--- config.mk ---
export PLATFORM = sky130hd
export DESIGN_NAME = src_core
export DESIGN_NICKNAME = d
export VERILOG_FILES = /design/src/core/src_pkg.sv /design/src/core/src_core.sv
export VERILOG_INCLUDE_DIRS = /design/src /design/src/core
export SDC_FILE = /design/constraint.sdc
export NUM_CORES = 1
export LEC_CHECK = 0
export BUFFER_PORTS_ARGS = -buffer_cell sky130_fd_sc_hd__buf_2
export CORE_MARGIN = 3
export CORE_UTILIZATION = 45
export CTS_BUF_LIST = sky130_fd_sc_hd__clkbuf_4
export DETAILED_ROUTE_END_ITERATION = 12
export GPL_TIMING_DRIVEN = 0
export SYNTH_ARGS = -nofsm -noshare
export SYNTH_HDL_FRONTEND = slang
export SYNTH_SLANG_ARGS = --single-unit
--- constraint.sdc ---
create_clock -name core_clk -period 3.1 [get_ports core_clk]
set_input_delay 0.465 -clock core_clk [delete_from_list [all_inputs] [get_ports core_clk]]
set_output_delay 0.465 -clock core_clk [all_outputs]
set_load 0.05 [all_outputs]
--- src/core/src_map.svh ---
`ifndef SRC_MAP_SVH
`define SRC_MAP_SVH
// ------------------------------------------------------------
// Line timing
// ------------------------------------------------------------
`define SRC_CLK_HZ        250000000
`define SRC_BAUD          115200
`define SRC_BIT_CYC       ((`SRC_CLK_HZ + `SRC_BAUD / 2) / `SRC_BAUD)
// ------------------------------------------------------------
// Frame layout
// ------------------------------------------------------------
`define SRC_HDR_LEN       16
`define SRC_CRC_H_FIRST   6
`define SRC_CRC_H_LAST    15
`define SRC_ADDR_LEN      8
`define SRC_MAX_DATA      8
`define SRC_RX_BUF_LEN    32
`define SRC_TX_BUF_LEN    24
`define SRC_RD_PAY_LEN    16'h000C
`define SRC_WR_ACK_LEN    4
// ------------------------------------------------------------
// Field values
// ------------------------------------------------------------
`define SRC_PFX0          8'h01
`define SRC_PFX1          8'h00
`define SRC_FLAG_ACK      8'h40
`define SRC_FLAG_NOACK    8'h00
`define SRC_FLAG_LO       8'h01
`define SRC_CMD_HI        8'h08
`define SRC_CMD_RD        8'h00
`define SRC_CMD_RD_ACK    8'h01
`define SRC_CMD_WR        8'h02
`define SRC_CMD_WR_ACK    8'h03
`define SRC_CRC_POLY      16'h1021
`define SRC_CRC_INIT      16'hFFFF
`endif

--- src/core/src_pkg.sv ---
package src_pkg;
    typedef logic [7:0] src_byte_t;
    typedef enum {RX_IDLE, RX_START, RX_DATA, RX_STOP} src_rx_e;
    typedef enum {TX_IDLE, TX_START, TX_DATA, TX_STOP} src_tx_e;
    typedef enum {M_HDR, M_EVAL, M_REQ, M_BUILD, M_CRC, M_SEND} src_main_e;

    function automatic logic [15:0] src_crc_step(input logic [15:0] c, input src_byte_t d,
                                                 input logic [15:0] poly);
        logic [15:0] r;
        r = c ^ {d, 8'h00};
        for (int i = 0; i < 8; i++)
        begin
            r = r[15] ? ({r[14:0], 1'b0} ^ poly) : {r[14:0], 1'b0};
        end
        return r;
    endfunction : src_crc_step
endpackage : src_pkg

--- src/core/src_core.sv ---
`include "src_map.svh"
// Overview of operation
// Serial line 115200 baud, 8 bits, no parity
// Only answers; never sends unprompted
// Frame is 16-byte header plus payload
// Header multi-byte fields most significant first
// Header starts with prefix 0x01, 0x00
// Bytes 2-3: CRC over bytes 6..15
// Bytes 4-5: CRC from byte 6 to end
// Channel id bytes 6-7 are zero
// Reply only when flag 0x40,0x01 requests it
// Reply flags are 0x00, 0x00
// Host reads with 0x0800, writes with 0x0802
// Reply command 0x0801 for read, 0x0803 write
// Bytes 12-13 give payload length
// Host increments sequence id per command
// Reply copies request sequence id
// Address and length fields are big-endian
// Read request payload: address, zeros, length
// Read reply payload is just the data
// Write request payload: address then data
// Write reply payload is four zero bytes
// Drop frames with bad prefix or CRC
module src_core
    import src_pkg::*;
#(
    parameter logic [15:0] CRC_POLY = `SRC_CRC_POLY,
    parameter logic [15:0] CRC_INIT = `SRC_CRC_INIT,
    // Clocks per bit; a bench may shorten it to keep runs brief
    parameter int          BIT_CYC  = `SRC_BIT_CYC
)
(
    input  wire logic        core_clk,
    input  wire logic        reset_n,
    input  wire logic        uart_rxd,
    output logic             uart_txd,
    output logic             reg_req,
    output logic             reg_write,
    output logic [63:0]      reg_addr,
    output logic [63:0]      reg_wdata,
    output logic [15:0]      reg_len,
    input  wire logic        reg_ack,
    input  wire logic [63:0] reg_rdata
);
    localparam logic [11:0] BIT_LAST = 12'(BIT_CYC - 1);
    localparam logic [11:0] BIT_HALF = 12'(BIT_CYC / 2);

    // ------------------------------------------------------------
    // Receiver
    // ------------------------------------------------------------
    src_rx_e     rx_state_reg, rx_state_next;
    logic [11:0] rx_cnt_reg, rx_cnt_next;
    logic [2:0]  rx_bit_reg, rx_bit_next;
    src_byte_t   rx_sh_reg, rx_sh_next;
    logic        rx_valid_reg, rx_valid_next;
    src_byte_t   rx_byte_reg, rx_byte_next;

    always_comb
    begin
        rx_state_next = rx_state_reg;
        rx_cnt_next   = rx_cnt_reg + 12'h001;
        rx_bit_next   = rx_bit_reg;
        rx_sh_next    = rx_sh_reg;
        rx_valid_next = 1'b0;
        rx_byte_next  = rx_byte_reg;
        unique case (rx_state_reg)
            RX_IDLE:
            begin
                rx_cnt_next = 12'h000;
                if (!uart_rxd)
                    rx_state_next = RX_START;
            end
            RX_START:
                if (rx_cnt_reg == BIT_HALF)
                begin
                    rx_cnt_next   = 12'h000;
                    rx_bit_next   = 3'h0;
                    // Glitch shorter than half a bit is not a start
                    rx_state_next = uart_rxd ? RX_IDLE : RX_DATA;
                end
            RX_DATA:
                if (rx_cnt_reg == BIT_LAST)
                begin
                    rx_cnt_next = 12'h000;
                    rx_sh_next  = {uart_rxd, rx_sh_reg[7:1]};
                    rx_bit_next = rx_bit_reg + 3'h1;
                    if (rx_bit_reg == 3'h7)
                        rx_state_next = RX_STOP;
                end
            RX_STOP:
                if (rx_cnt_reg == BIT_LAST)
                begin
                    // Framing error: byte dropped, no parity to check
                    rx_valid_next = uart_rxd;
                    rx_byte_next  = rx_sh_reg;
                    rx_state_next = RX_IDLE;
                end
        endcase
    end

    always_ff @(posedge core_clk or negedge reset_n)
    begin
        if (!reset_n)
        begin
            rx_state_reg <= RX_IDLE;
            rx_cnt_reg   <= 12'h000;
            rx_bit_reg   <= 3'h0;
            rx_sh_reg    <= 8'h00;
            rx_valid_reg <= 1'b0;
            rx_byte_reg  <= 8'h00;
        end
        else
        begin
            rx_state_reg <= rx_state_next;
            rx_cnt_reg   <= rx_cnt_next;
            rx_bit_reg   <= rx_bit_next;
            rx_sh_reg    <= rx_sh_next;
            rx_valid_reg <= rx_valid_next;
            rx_byte_reg  <= rx_byte_next;
        end
    end

    // ------------------------------------------------------------
    // Transmitter
    // ------------------------------------------------------------
    src_tx_e     tx_state_reg, tx_state_next;
    logic [11:0] tx_cnt_reg, tx_cnt_next;
    logic [2:0]  tx_bit_reg, tx_bit_next;
    src_byte_t   tx_sh_reg, tx_sh_next;
    logic        uart_txd_reg, uart_txd_next;
    logic        tx_go_reg, tx_go_next;
    src_byte_t   tx_data_reg, tx_data_next;

    always_comb
    begin
        tx_state_next = tx_state_reg;
        tx_cnt_next   = tx_cnt_reg + 12'h001;
        tx_bit_next   = tx_bit_reg;
        tx_sh_next    = tx_sh_reg;
        uart_txd_next = uart_txd_reg;
        unique case (tx_state_reg)
            TX_IDLE:
            begin
                tx_cnt_next   = 12'h000;
                uart_txd_next = 1'b1;
                if (tx_go_reg)
                begin
                    tx_sh_next    = tx_data_reg;
                    uart_txd_next = 1'b0;
                    tx_state_next = TX_START;
                end
            end
            TX_START:
                if (tx_cnt_reg == BIT_LAST)
                begin
                    tx_cnt_next   = 12'h000;
                    tx_bit_next   = 3'h0;
                    uart_txd_next = tx_sh_reg[0];
                    tx_state_next = TX_DATA;
                end
            TX_DATA:
                if (tx_cnt_reg == BIT_LAST)
                begin
                    tx_cnt_next = 12'h000;
                    tx_bit_next = tx_bit_reg + 3'h1;
                    tx_sh_next  = {1'b0, tx_sh_reg[7:1]};
                    if (tx_bit_reg == 3'h7)
                    begin
                        uart_txd_next = 1'b1;
                        tx_state_next = TX_STOP;
                    end
                    else
                        uart_txd_next = tx_sh_reg[1];
                end
            TX_STOP:
                if (tx_cnt_reg == BIT_LAST)
                    tx_state_next = TX_IDLE;
        endcase
    end

    always_ff @(posedge core_clk or negedge reset_n)
    begin
        if (!reset_n)
        begin
            tx_state_reg <= TX_IDLE;
            tx_cnt_reg   <= 12'h000;
            tx_bit_reg   <= 3'h0;
            tx_sh_reg    <= 8'h00;
            uart_txd_reg <= 1'b1;
        end
        else
        begin
            tx_state_reg <= tx_state_next;
            tx_cnt_reg   <= tx_cnt_next;
            tx_bit_reg   <= tx_bit_next;
            tx_sh_reg    <= tx_sh_next;
            uart_txd_reg <= uart_txd_next;
        end
    end

    assign uart_txd = uart_txd_reg;

    // ------------------------------------------------------------
    // Frame engine
    // ------------------------------------------------------------
    src_main_e   state_reg, state_next;
    logic [16:0] idx_reg, idx_next;
    logic [15:0] crc_h_reg, crc_h_next;
    logic [15:0] crc_t_reg, crc_t_next;
    src_byte_t   rx_buf_reg [`SRC_RX_BUF_LEN];
    src_byte_t   rx_buf_next [`SRC_RX_BUF_LEN];
    src_byte_t   tx_buf_reg [`SRC_TX_BUF_LEN];
    src_byte_t   tx_buf_next [`SRC_TX_BUF_LEN];
    logic        reg_req_reg, reg_req_next;
    logic        reg_write_reg, reg_write_next;
    logic [63:0] reg_addr_reg, reg_addr_next;
    logic [63:0] reg_wdata_reg, reg_wdata_next;
    logic [15:0] reg_len_reg, reg_len_next;
    logic [63:0] rdata_reg, rdata_next;
    logic        want_reg, want_next;
    logic [4:0]  tlen_reg, tlen_next;
    logic [15:0] plen, rlen;
    logic        hdr_ok, rd_ok, wr_ok;

    assign plen   = {rx_buf_reg[12], rx_buf_reg[13]};
    assign rlen   = {rx_buf_reg[26], rx_buf_reg[27]};
    assign hdr_ok = ({rx_buf_reg[2], rx_buf_reg[3]} == crc_h_reg)
                  && ({rx_buf_reg[4], rx_buf_reg[5]} == crc_t_reg)
                  && (rx_buf_reg[6] == 8'h00) && (rx_buf_reg[7] == 8'h00)
                  && ((rx_buf_reg[8] == `SRC_FLAG_ACK) || (rx_buf_reg[8] == `SRC_FLAG_NOACK))
                  && (rx_buf_reg[9] == `SRC_FLAG_LO) && (rx_buf_reg[10] == `SRC_CMD_HI);
    assign rd_ok  = (rx_buf_reg[11] == `SRC_CMD_RD) && (plen == `SRC_RD_PAY_LEN)
                  && (rx_buf_reg[24] == 8'h00) && (rx_buf_reg[25] == 8'h00)
                  && (rlen != 16'h0000) && (rlen <= 16'(`SRC_MAX_DATA));
    assign wr_ok  = (rx_buf_reg[11] == `SRC_CMD_WR) && (plen > 16'(`SRC_ADDR_LEN))
                  && (plen <= 16'(`SRC_ADDR_LEN + `SRC_MAX_DATA));

    always_comb
    begin
        state_next     = state_reg;
        idx_next       = idx_reg;
        crc_h_next     = crc_h_reg;
        crc_t_next     = crc_t_reg;
        rx_buf_next    = rx_buf_reg;
        tx_buf_next    = tx_buf_reg;
        reg_req_next   = reg_req_reg;
        reg_write_next = reg_write_reg;
        reg_addr_next  = reg_addr_reg;
        reg_wdata_next = reg_wdata_reg;
        reg_len_next   = reg_len_reg;
        rdata_next     = rdata_reg;
        want_next      = want_reg;
        tlen_next      = tlen_reg;
        tx_go_next     = 1'b0;
        tx_data_next   = tx_data_reg;
        unique case (state_reg)
            M_HDR:
                if (rx_valid_reg)
                begin
                    // Oversize payloads are counted through but not stored
                    if (idx_reg < 17'(`SRC_RX_BUF_LEN))
                        rx_buf_next[idx_reg[4:0]] = rx_byte_reg;
                    if (idx_reg >= 17'(`SRC_CRC_H_FIRST))
                        crc_t_next = src_crc_step(crc_t_reg, rx_byte_reg, CRC_POLY);
                    if ((idx_reg >= 17'(`SRC_CRC_H_FIRST)) && (idx_reg <= 17'(`SRC_CRC_H_LAST)))
                        crc_h_next = src_crc_step(crc_h_reg, rx_byte_reg, CRC_POLY);
                    idx_next = idx_reg + 17'h00001;
                    if (((idx_reg == 17'h00000) && (rx_byte_reg != `SRC_PFX0))
                        || ((idx_reg == 17'h00001) && (rx_byte_reg != `SRC_PFX1)))
                        idx_next = 17'h00000;
                    else if ((idx_reg >= 17'(`SRC_HDR_LEN - 1))
                             && (idx_reg == 17'(`SRC_HDR_LEN - 1) + {1'b0, plen}))
                        state_next = M_EVAL;
                end
            M_EVAL:
            begin
                idx_next   = 17'h00000;
                crc_h_next = CRC_INIT;
                crc_t_next = CRC_INIT;
                state_next = M_HDR;
                if (hdr_ok && (rd_ok || wr_ok))
                begin
                    reg_req_next   = 1'b1;
                    reg_write_next = wr_ok;
                    reg_addr_next  = {rx_buf_reg[16], rx_buf_reg[17], rx_buf_reg[18], rx_buf_reg[19],
                                      rx_buf_reg[20], rx_buf_reg[21], rx_buf_reg[22], rx_buf_reg[23]};
                    reg_len_next   = wr_ok ? (plen - 16'(`SRC_ADDR_LEN)) : rlen;
                    for (int k = 0; k < `SRC_MAX_DATA; k++)
                    begin
                        reg_wdata_next[8*k +: 8] = (16'(k) < plen - 16'(`SRC_ADDR_LEN))
                                                   ? rx_buf_reg[`SRC_HDR_LEN + `SRC_ADDR_LEN + k] : 8'h00;
                    end
                    want_next  = (rx_buf_reg[8] == `SRC_FLAG_ACK);
                    state_next = M_REQ;
                end
            end
            M_REQ:
                if (reg_ack)
                begin
                    reg_req_next = 1'b0;
                    rdata_next   = reg_rdata;
                    state_next   = want_reg ? M_BUILD : M_HDR;
                end
            M_BUILD:
            begin
                tx_buf_next[0]  = `SRC_PFX0;
                tx_buf_next[1]  = `SRC_PFX1;
                tx_buf_next[6]  = 8'h00;
                tx_buf_next[7]  = 8'h00;
                tx_buf_next[8]  = 8'h00;
                tx_buf_next[9]  = 8'h00;
                tx_buf_next[10] = `SRC_CMD_HI;
                tx_buf_next[11] = reg_write_reg ? `SRC_CMD_WR_ACK : `SRC_CMD_RD_ACK;
                tx_buf_next[12] = 8'h00;
                tx_buf_next[13] = reg_write_reg ? 8'(`SRC_WR_ACK_LEN) : reg_len_reg[7:0];
                tx_buf_next[14] = rx_buf_reg[14];
                tx_buf_next[15] = rx_buf_reg[15];
                for (int k = 0; k < `SRC_MAX_DATA; k++)
                begin
                    tx_buf_next[`SRC_HDR_LEN + k] = reg_write_reg ? 8'h00 : rdata_reg[8*k +: 8];
                end
                tlen_next  = reg_write_reg ? 5'(`SRC_HDR_LEN + `SRC_WR_ACK_LEN)
                                           : 5'(`SRC_HDR_LEN) + reg_len_reg[4:0];
                idx_next   = 17'(`SRC_CRC_H_FIRST);
                state_next = M_CRC;
            end
            M_CRC:
            begin
                crc_t_next = src_crc_step(crc_t_reg, tx_buf_reg[idx_reg[4:0]], CRC_POLY);
                if (idx_reg <= 17'(`SRC_CRC_H_LAST))
                    crc_h_next = src_crc_step(crc_h_reg, tx_buf_reg[idx_reg[4:0]], CRC_POLY);
                idx_next = idx_reg + 17'h00001;
                // Payload is never empty, so the header CRC is final here
                if (idx_reg[4:0] == tlen_reg - 5'h01)
                begin
                    tx_buf_next[2] = crc_h_reg[15:8];
                    tx_buf_next[3] = crc_h_reg[7:0];
                    tx_buf_next[4] = crc_t_next[15:8];
                    tx_buf_next[5] = crc_t_next[7:0];
                    idx_next       = 17'h00000;
                    state_next     = M_SEND;
                end
            end
            M_SEND:
                if ((tx_state_reg == TX_IDLE) && !tx_go_reg)
                begin
                    if (idx_reg[4:0] == tlen_reg)
                    begin
                        idx_next   = 17'h00000;
                        crc_h_next = CRC_INIT;
                        crc_t_next = CRC_INIT;
                        state_next = M_HDR;
                    end
                    else
                    begin
                        tx_go_next   = 1'b1;
                        tx_data_next = tx_buf_reg[idx_reg[4:0]];
                        idx_next     = idx_reg + 17'h00001;
                    end
                end
        endcase
    end

    always_ff @(posedge core_clk or negedge reset_n)
    begin
        if (!reset_n)
        begin
            state_reg     <= M_HDR;
            idx_reg       <= 17'h00000;
            crc_h_reg     <= CRC_INIT;
            crc_t_reg     <= CRC_INIT;
            rx_buf_reg    <= '{default: 8'h00};
            tx_buf_reg    <= '{default: 8'h00};
            reg_req_reg   <= 1'b0;
            reg_write_reg <= 1'b0;
            reg_addr_reg  <= 64'h0000000000000000;
            reg_wdata_reg <= 64'h0000000000000000;
            reg_len_reg   <= 16'h0000;
            rdata_reg     <= 64'h0000000000000000;
            want_reg      <= 1'b0;
            tlen_reg      <= 5'h00;
            tx_go_reg     <= 1'b0;
            tx_data_reg   <= 8'h00;
        end
        else
        begin
            state_reg     <= state_next;
            idx_reg       <= idx_next;
            crc_h_reg     <= crc_h_next;
            crc_t_reg     <= crc_t_next;
            rx_buf_reg    <= rx_buf_next;
            tx_buf_reg    <= tx_buf_next;
            reg_req_reg   <= reg_req_next;
            reg_write_reg <= reg_write_next;
            reg_addr_reg  <= reg_addr_next;
            reg_wdata_reg <= reg_wdata_next;
            reg_len_reg   <= reg_len_next;
            rdata_reg     <= rdata_next;
            want_reg      <= want_next;
            tlen_reg      <= tlen_next;
            tx_go_reg     <= tx_go_next;
            tx_data_reg   <= tx_data_next;
        end
    end

    assign reg_req   = reg_req_reg;
    assign reg_write = reg_write_reg;
    assign reg_addr  = reg_addr_reg;
    assign reg_wdata = reg_wdata_reg;
    assign reg_len   = reg_len_reg;
endmodule : src_core

==> impl_metrics.json <==
{
  "status": "finished clean",
  "slowest_stage": "dfrtp_2",
  "grt_max_degree": 112,
  "slowest_delay_ps": 410,
  "tightest_slew_ps": 1180,
  "die_area_sq_um": 73300,
  "yosysSeqAreaShare": 0.553,
  "clk_pin_slew_ps": 70,
  "crit_buf_inv": 4,
  "initial_utilization": 0.457,
  "p_int_uw": 13300,
  "yosysUniqueCellTypes": 86,
  "cp.depth": 10,
  "combPwrFrac": 0.018,
  "hold_class": "input port to asynchronous set/reset pin",
  "hold_viol_final": 0,
  "ir_worst_vdd_mv": 0.323,
  "place_congestion": 0.903,
  "crit_type": "register to register",
  "path_common_cell": "buf_6",
  "synth_edf_count": 0,
  "die_h_um": 271,
  "min_period_ps": 3030,
  "clock_latency_ps": 990,
  "drv_slew": 0,
  "power.share.switching": 0.229,
  "fin_area_sq_um": 37500,
  "coreArea_sq_um": 69100,
  "drv_cap": 0,
  "p_per_area_nw_per_um2": 459,
  "synth_fp_nets": 2745,
  "p_seq_frac": 0.528,
  "synthArstFlopShare": 1.00,
  "synth_cells": 2651,
  "timing.critical_path.cells": "buf_6 > buf_6 > buf_8 > mux2i_1 > o22a_1 > o31ai_4 > buf_12 > xor3_1 > mux2_2 > a211oi_1",
  "maxSlewHeadroom": 0.212,
  "rsz0062_at_grt": "true",
  "synth_ff_type": "dfrtp_1",
  "wl_per_cell_um": 20.3,
  "cts_root_buf": "clkbuf_4",
  "final_nets": 3234,
  "ys_ff_latch": 695,
  "cts_made_buffers": 185,
  "syn_to_final_growth_pct": 18.7,
  "cts.sinks": 695,
  "grt.total_usage": 0.235,
  "fill_cells": 6051,
  "syn_area_sq_um": 31500,
  "dr.pass1.iters": 7,
  "crit_required_ps": 3970,
  "regArea_sq_um": 17400,
  "max_freq_ghz": 0.330,
  "routed-via-count": 22500,
  "critPathTopFamily": "multiplexers",
  "drt_wl_total_um": 85500,
  "cts_tree": "yes",
  "drtIter0Drc": 1342,
  "pwr-share-clk": 0.454,
  "reg2regPathDepth": 10,
  "worstPathMaxFanout": 10,
  "grt_pass1_vias": 23600,
  "port_buffers": 214,
  "r2r-start": "idx_reg[0]",
  "synth.yosys.warnings": 0,
  "dpl_cell_area_sq_um": 34000,
  "die_w_um": 271,
  "multi_input_area_sq_um": 13300,
  "worst_clock_skew_ps": 58.3,
  "overflow": 0,
  "syn_avg_cell_area_sq_um": 11.9,
  "route.detailed.drc": 0,
  "drt.antenna.violating_nets": 0,
  "drive_above_1_share": 0.341,
  "dp_hpwl_um": 59700,
  "largest_reg_flops": 208,
  "final.period_utilization": 0.979,
  "rrSetupSlack_ps": 70,
  "p_leak_uw": 0.0179,
  "grt_pass1_wl_um": 135000,
  "via_per_inst": 5.36,
  "crit_arrival_ps": 3900,
  "crit_path_start_kind": "register",
  "ctsLongestPathBuffers": 3,
  "rr_endpoint": "crc_h_reg[13]",
  "setup_viol": 0,
  "htree_levels": 4,
  "antenna_found_initial": 1,
  "switchingPower_uw": 3940,
  "fin_util": 0.542,
  "critPathCaptureType": "register",
  "std_cell_rows": 96,
  "io_pins": 215
}
[area by class of cell]
cell class / count / area share
Inverter: 97 / 0.00972
Antenna cell: 2 / 0.000134
Clock inverter: 49 / 0.00675
Multi-Input combinational cell: 1697 / 0.355
Clock buffer: 271 / 0.0543
Sequential cell: 695 / 0.466
Tap cell: 931 / 0.0311
Timing Repair Buffer: 310 / 0.0567
Buffer: 154 / 0.0204
[cells in the mapped netlist, types with 33 or more instances]
| cell | n | area (sq um) |
|---|---|---|
| dfrtp_1 | 662 | 16600 |
| mux2_2 | 437 | 4920 |
| o21ai_0 | 185 | 926 |
| nand2_1 | 173 | 649 |
| nor2_1 | 131 | 492 |
| clkbuf_1 | 126 | 473 |
| xnor2_1 | 111 | 972 |
| inv_1 | 94 | 353 |
| nand3_1 | 82 | 410 |
| nand2b_1 | 79 | 494 |
| xor2_1 | 54 | 473 |
| a21oi_1 | 49 | 245 |
| mux2i_1 | 49 | 490 |
| dfstp_2 | 33 | 867 |
[worst reg2reg max path, delay by kind of cell (launching register included)]
kind	cells	cell delay, ps
mux	2	750
buf+inv	4	740
compound gates	3	690
flops	1	410
xor+xnor	1	350
[power groups by stage]
| stage | Sequential, uW | Combinational (uW) | Clock (uW) |
|---|---|---|---|
| 2_1_floorplan | 9240 | 0.969 | 0 |
| 3_3_place_gp | 9240 | 219 | 0 |
| 3_5_place_dp | 9240 | 255 | 0 |
| 4_1_cts | 9070 | 320 | 8090 |
| 5_1_grt | 9060 | 355 | 8600 |
| 6_report | 9070 | 307 | 7810 |
[metal layers]
| metal | track usage | vias to the layer above | share of wire |
|---|---|---|---|
| li1 | - | 10400 | - |
| met1 | 0.313 | 11300 | 0.44 |
| met2 | 0.380 | 705 | 0.48 |
| met3 | 0.0534 | 151 | 0.062 |
| met4 | 0.0806 | 0 | 0.027 |
| met5 | 0 | - | 0 |
[cells in the final DEF, fill, tap and decap left out, types with 32 or more instances in the layout]
master,Yosys,final
o21ai_0,185,183
dlygate4sd3_1,0,67
clkinv_1,3,39
xor2_1,54,53
buf_4,5,32
nor2_1,131,128
dfrtp_1,662,658
nand2b_1,79,79
mux2i_1,49,41
xnor2_1,111,108
mux2_2,437,437
nand2_1,173,173
clkbuf_4,0,272
a21oi_1,49,48
clkbuf_1,126,109
nand3_1,82,79
dfstp_2,33,33
inv_1,94,94
buf_2,21,220
[cells by family after synthesis]
logic type | count (synthesis) | synth area share
DFF | 695 | 0.553
muxes | 495 | 0.177
AOI/OAI and AO/OA | 370 | 0.0717
adders and majority gates | 26 | 0.0103
and+or+nand+nor | 629 | 0.101
xor gates and xnor gates | 176 | 0.0530
buffers and inverters | 260 | 0.0341
[timing repair]
| item | in CTS | in global routing |
|---|---|---|
| gates cloned | 0 | 1 |
| gates resized for setup | 60 | 34 |
| endpoints found under the setup margin | 471 | 308 |
| hold buffers | 67 | 0 |
| hold endpoints to repair | 169 | 0 |
| pin swaps | 14 | 11 |
| setup buffers | 17 | 5 |
[worst max-delay path by stage]
stage          slack [ps]  startpoint       endpoint
3_5_place_dp        -1070     plen[1]    reg_len[15]
5_1_grt               -20  idx_reg[0]   crc_t_reg[8]
6_report               70  idx_reg[0]  crc_h_reg[13]
3_3_place_gp       -12520     reset_n   reg_addr[51]
4_1_cts               0.2  idx_reg[0]  crc_t_reg[12]
2_1_floorplan         410  idx_reg[0]  crc_t_reg[15]
[stage by stage]
stage	worst slack (ps)	cells	setup TNS, ps	total power [uW]	hold slack (ps)
after global placement	-12520	3796	-8663550	9460	458
after global routing	-15.7	4206	-17.9	18000	99.5
after CTS	0.236	4202	0	17500	46.8
after detailed placement	-1070	3803	-182040	9490	468
after floorplan	415	2651	0	9240	169
final	66.6	4206	0	17200	124
(Power assumes the default switching activity.)
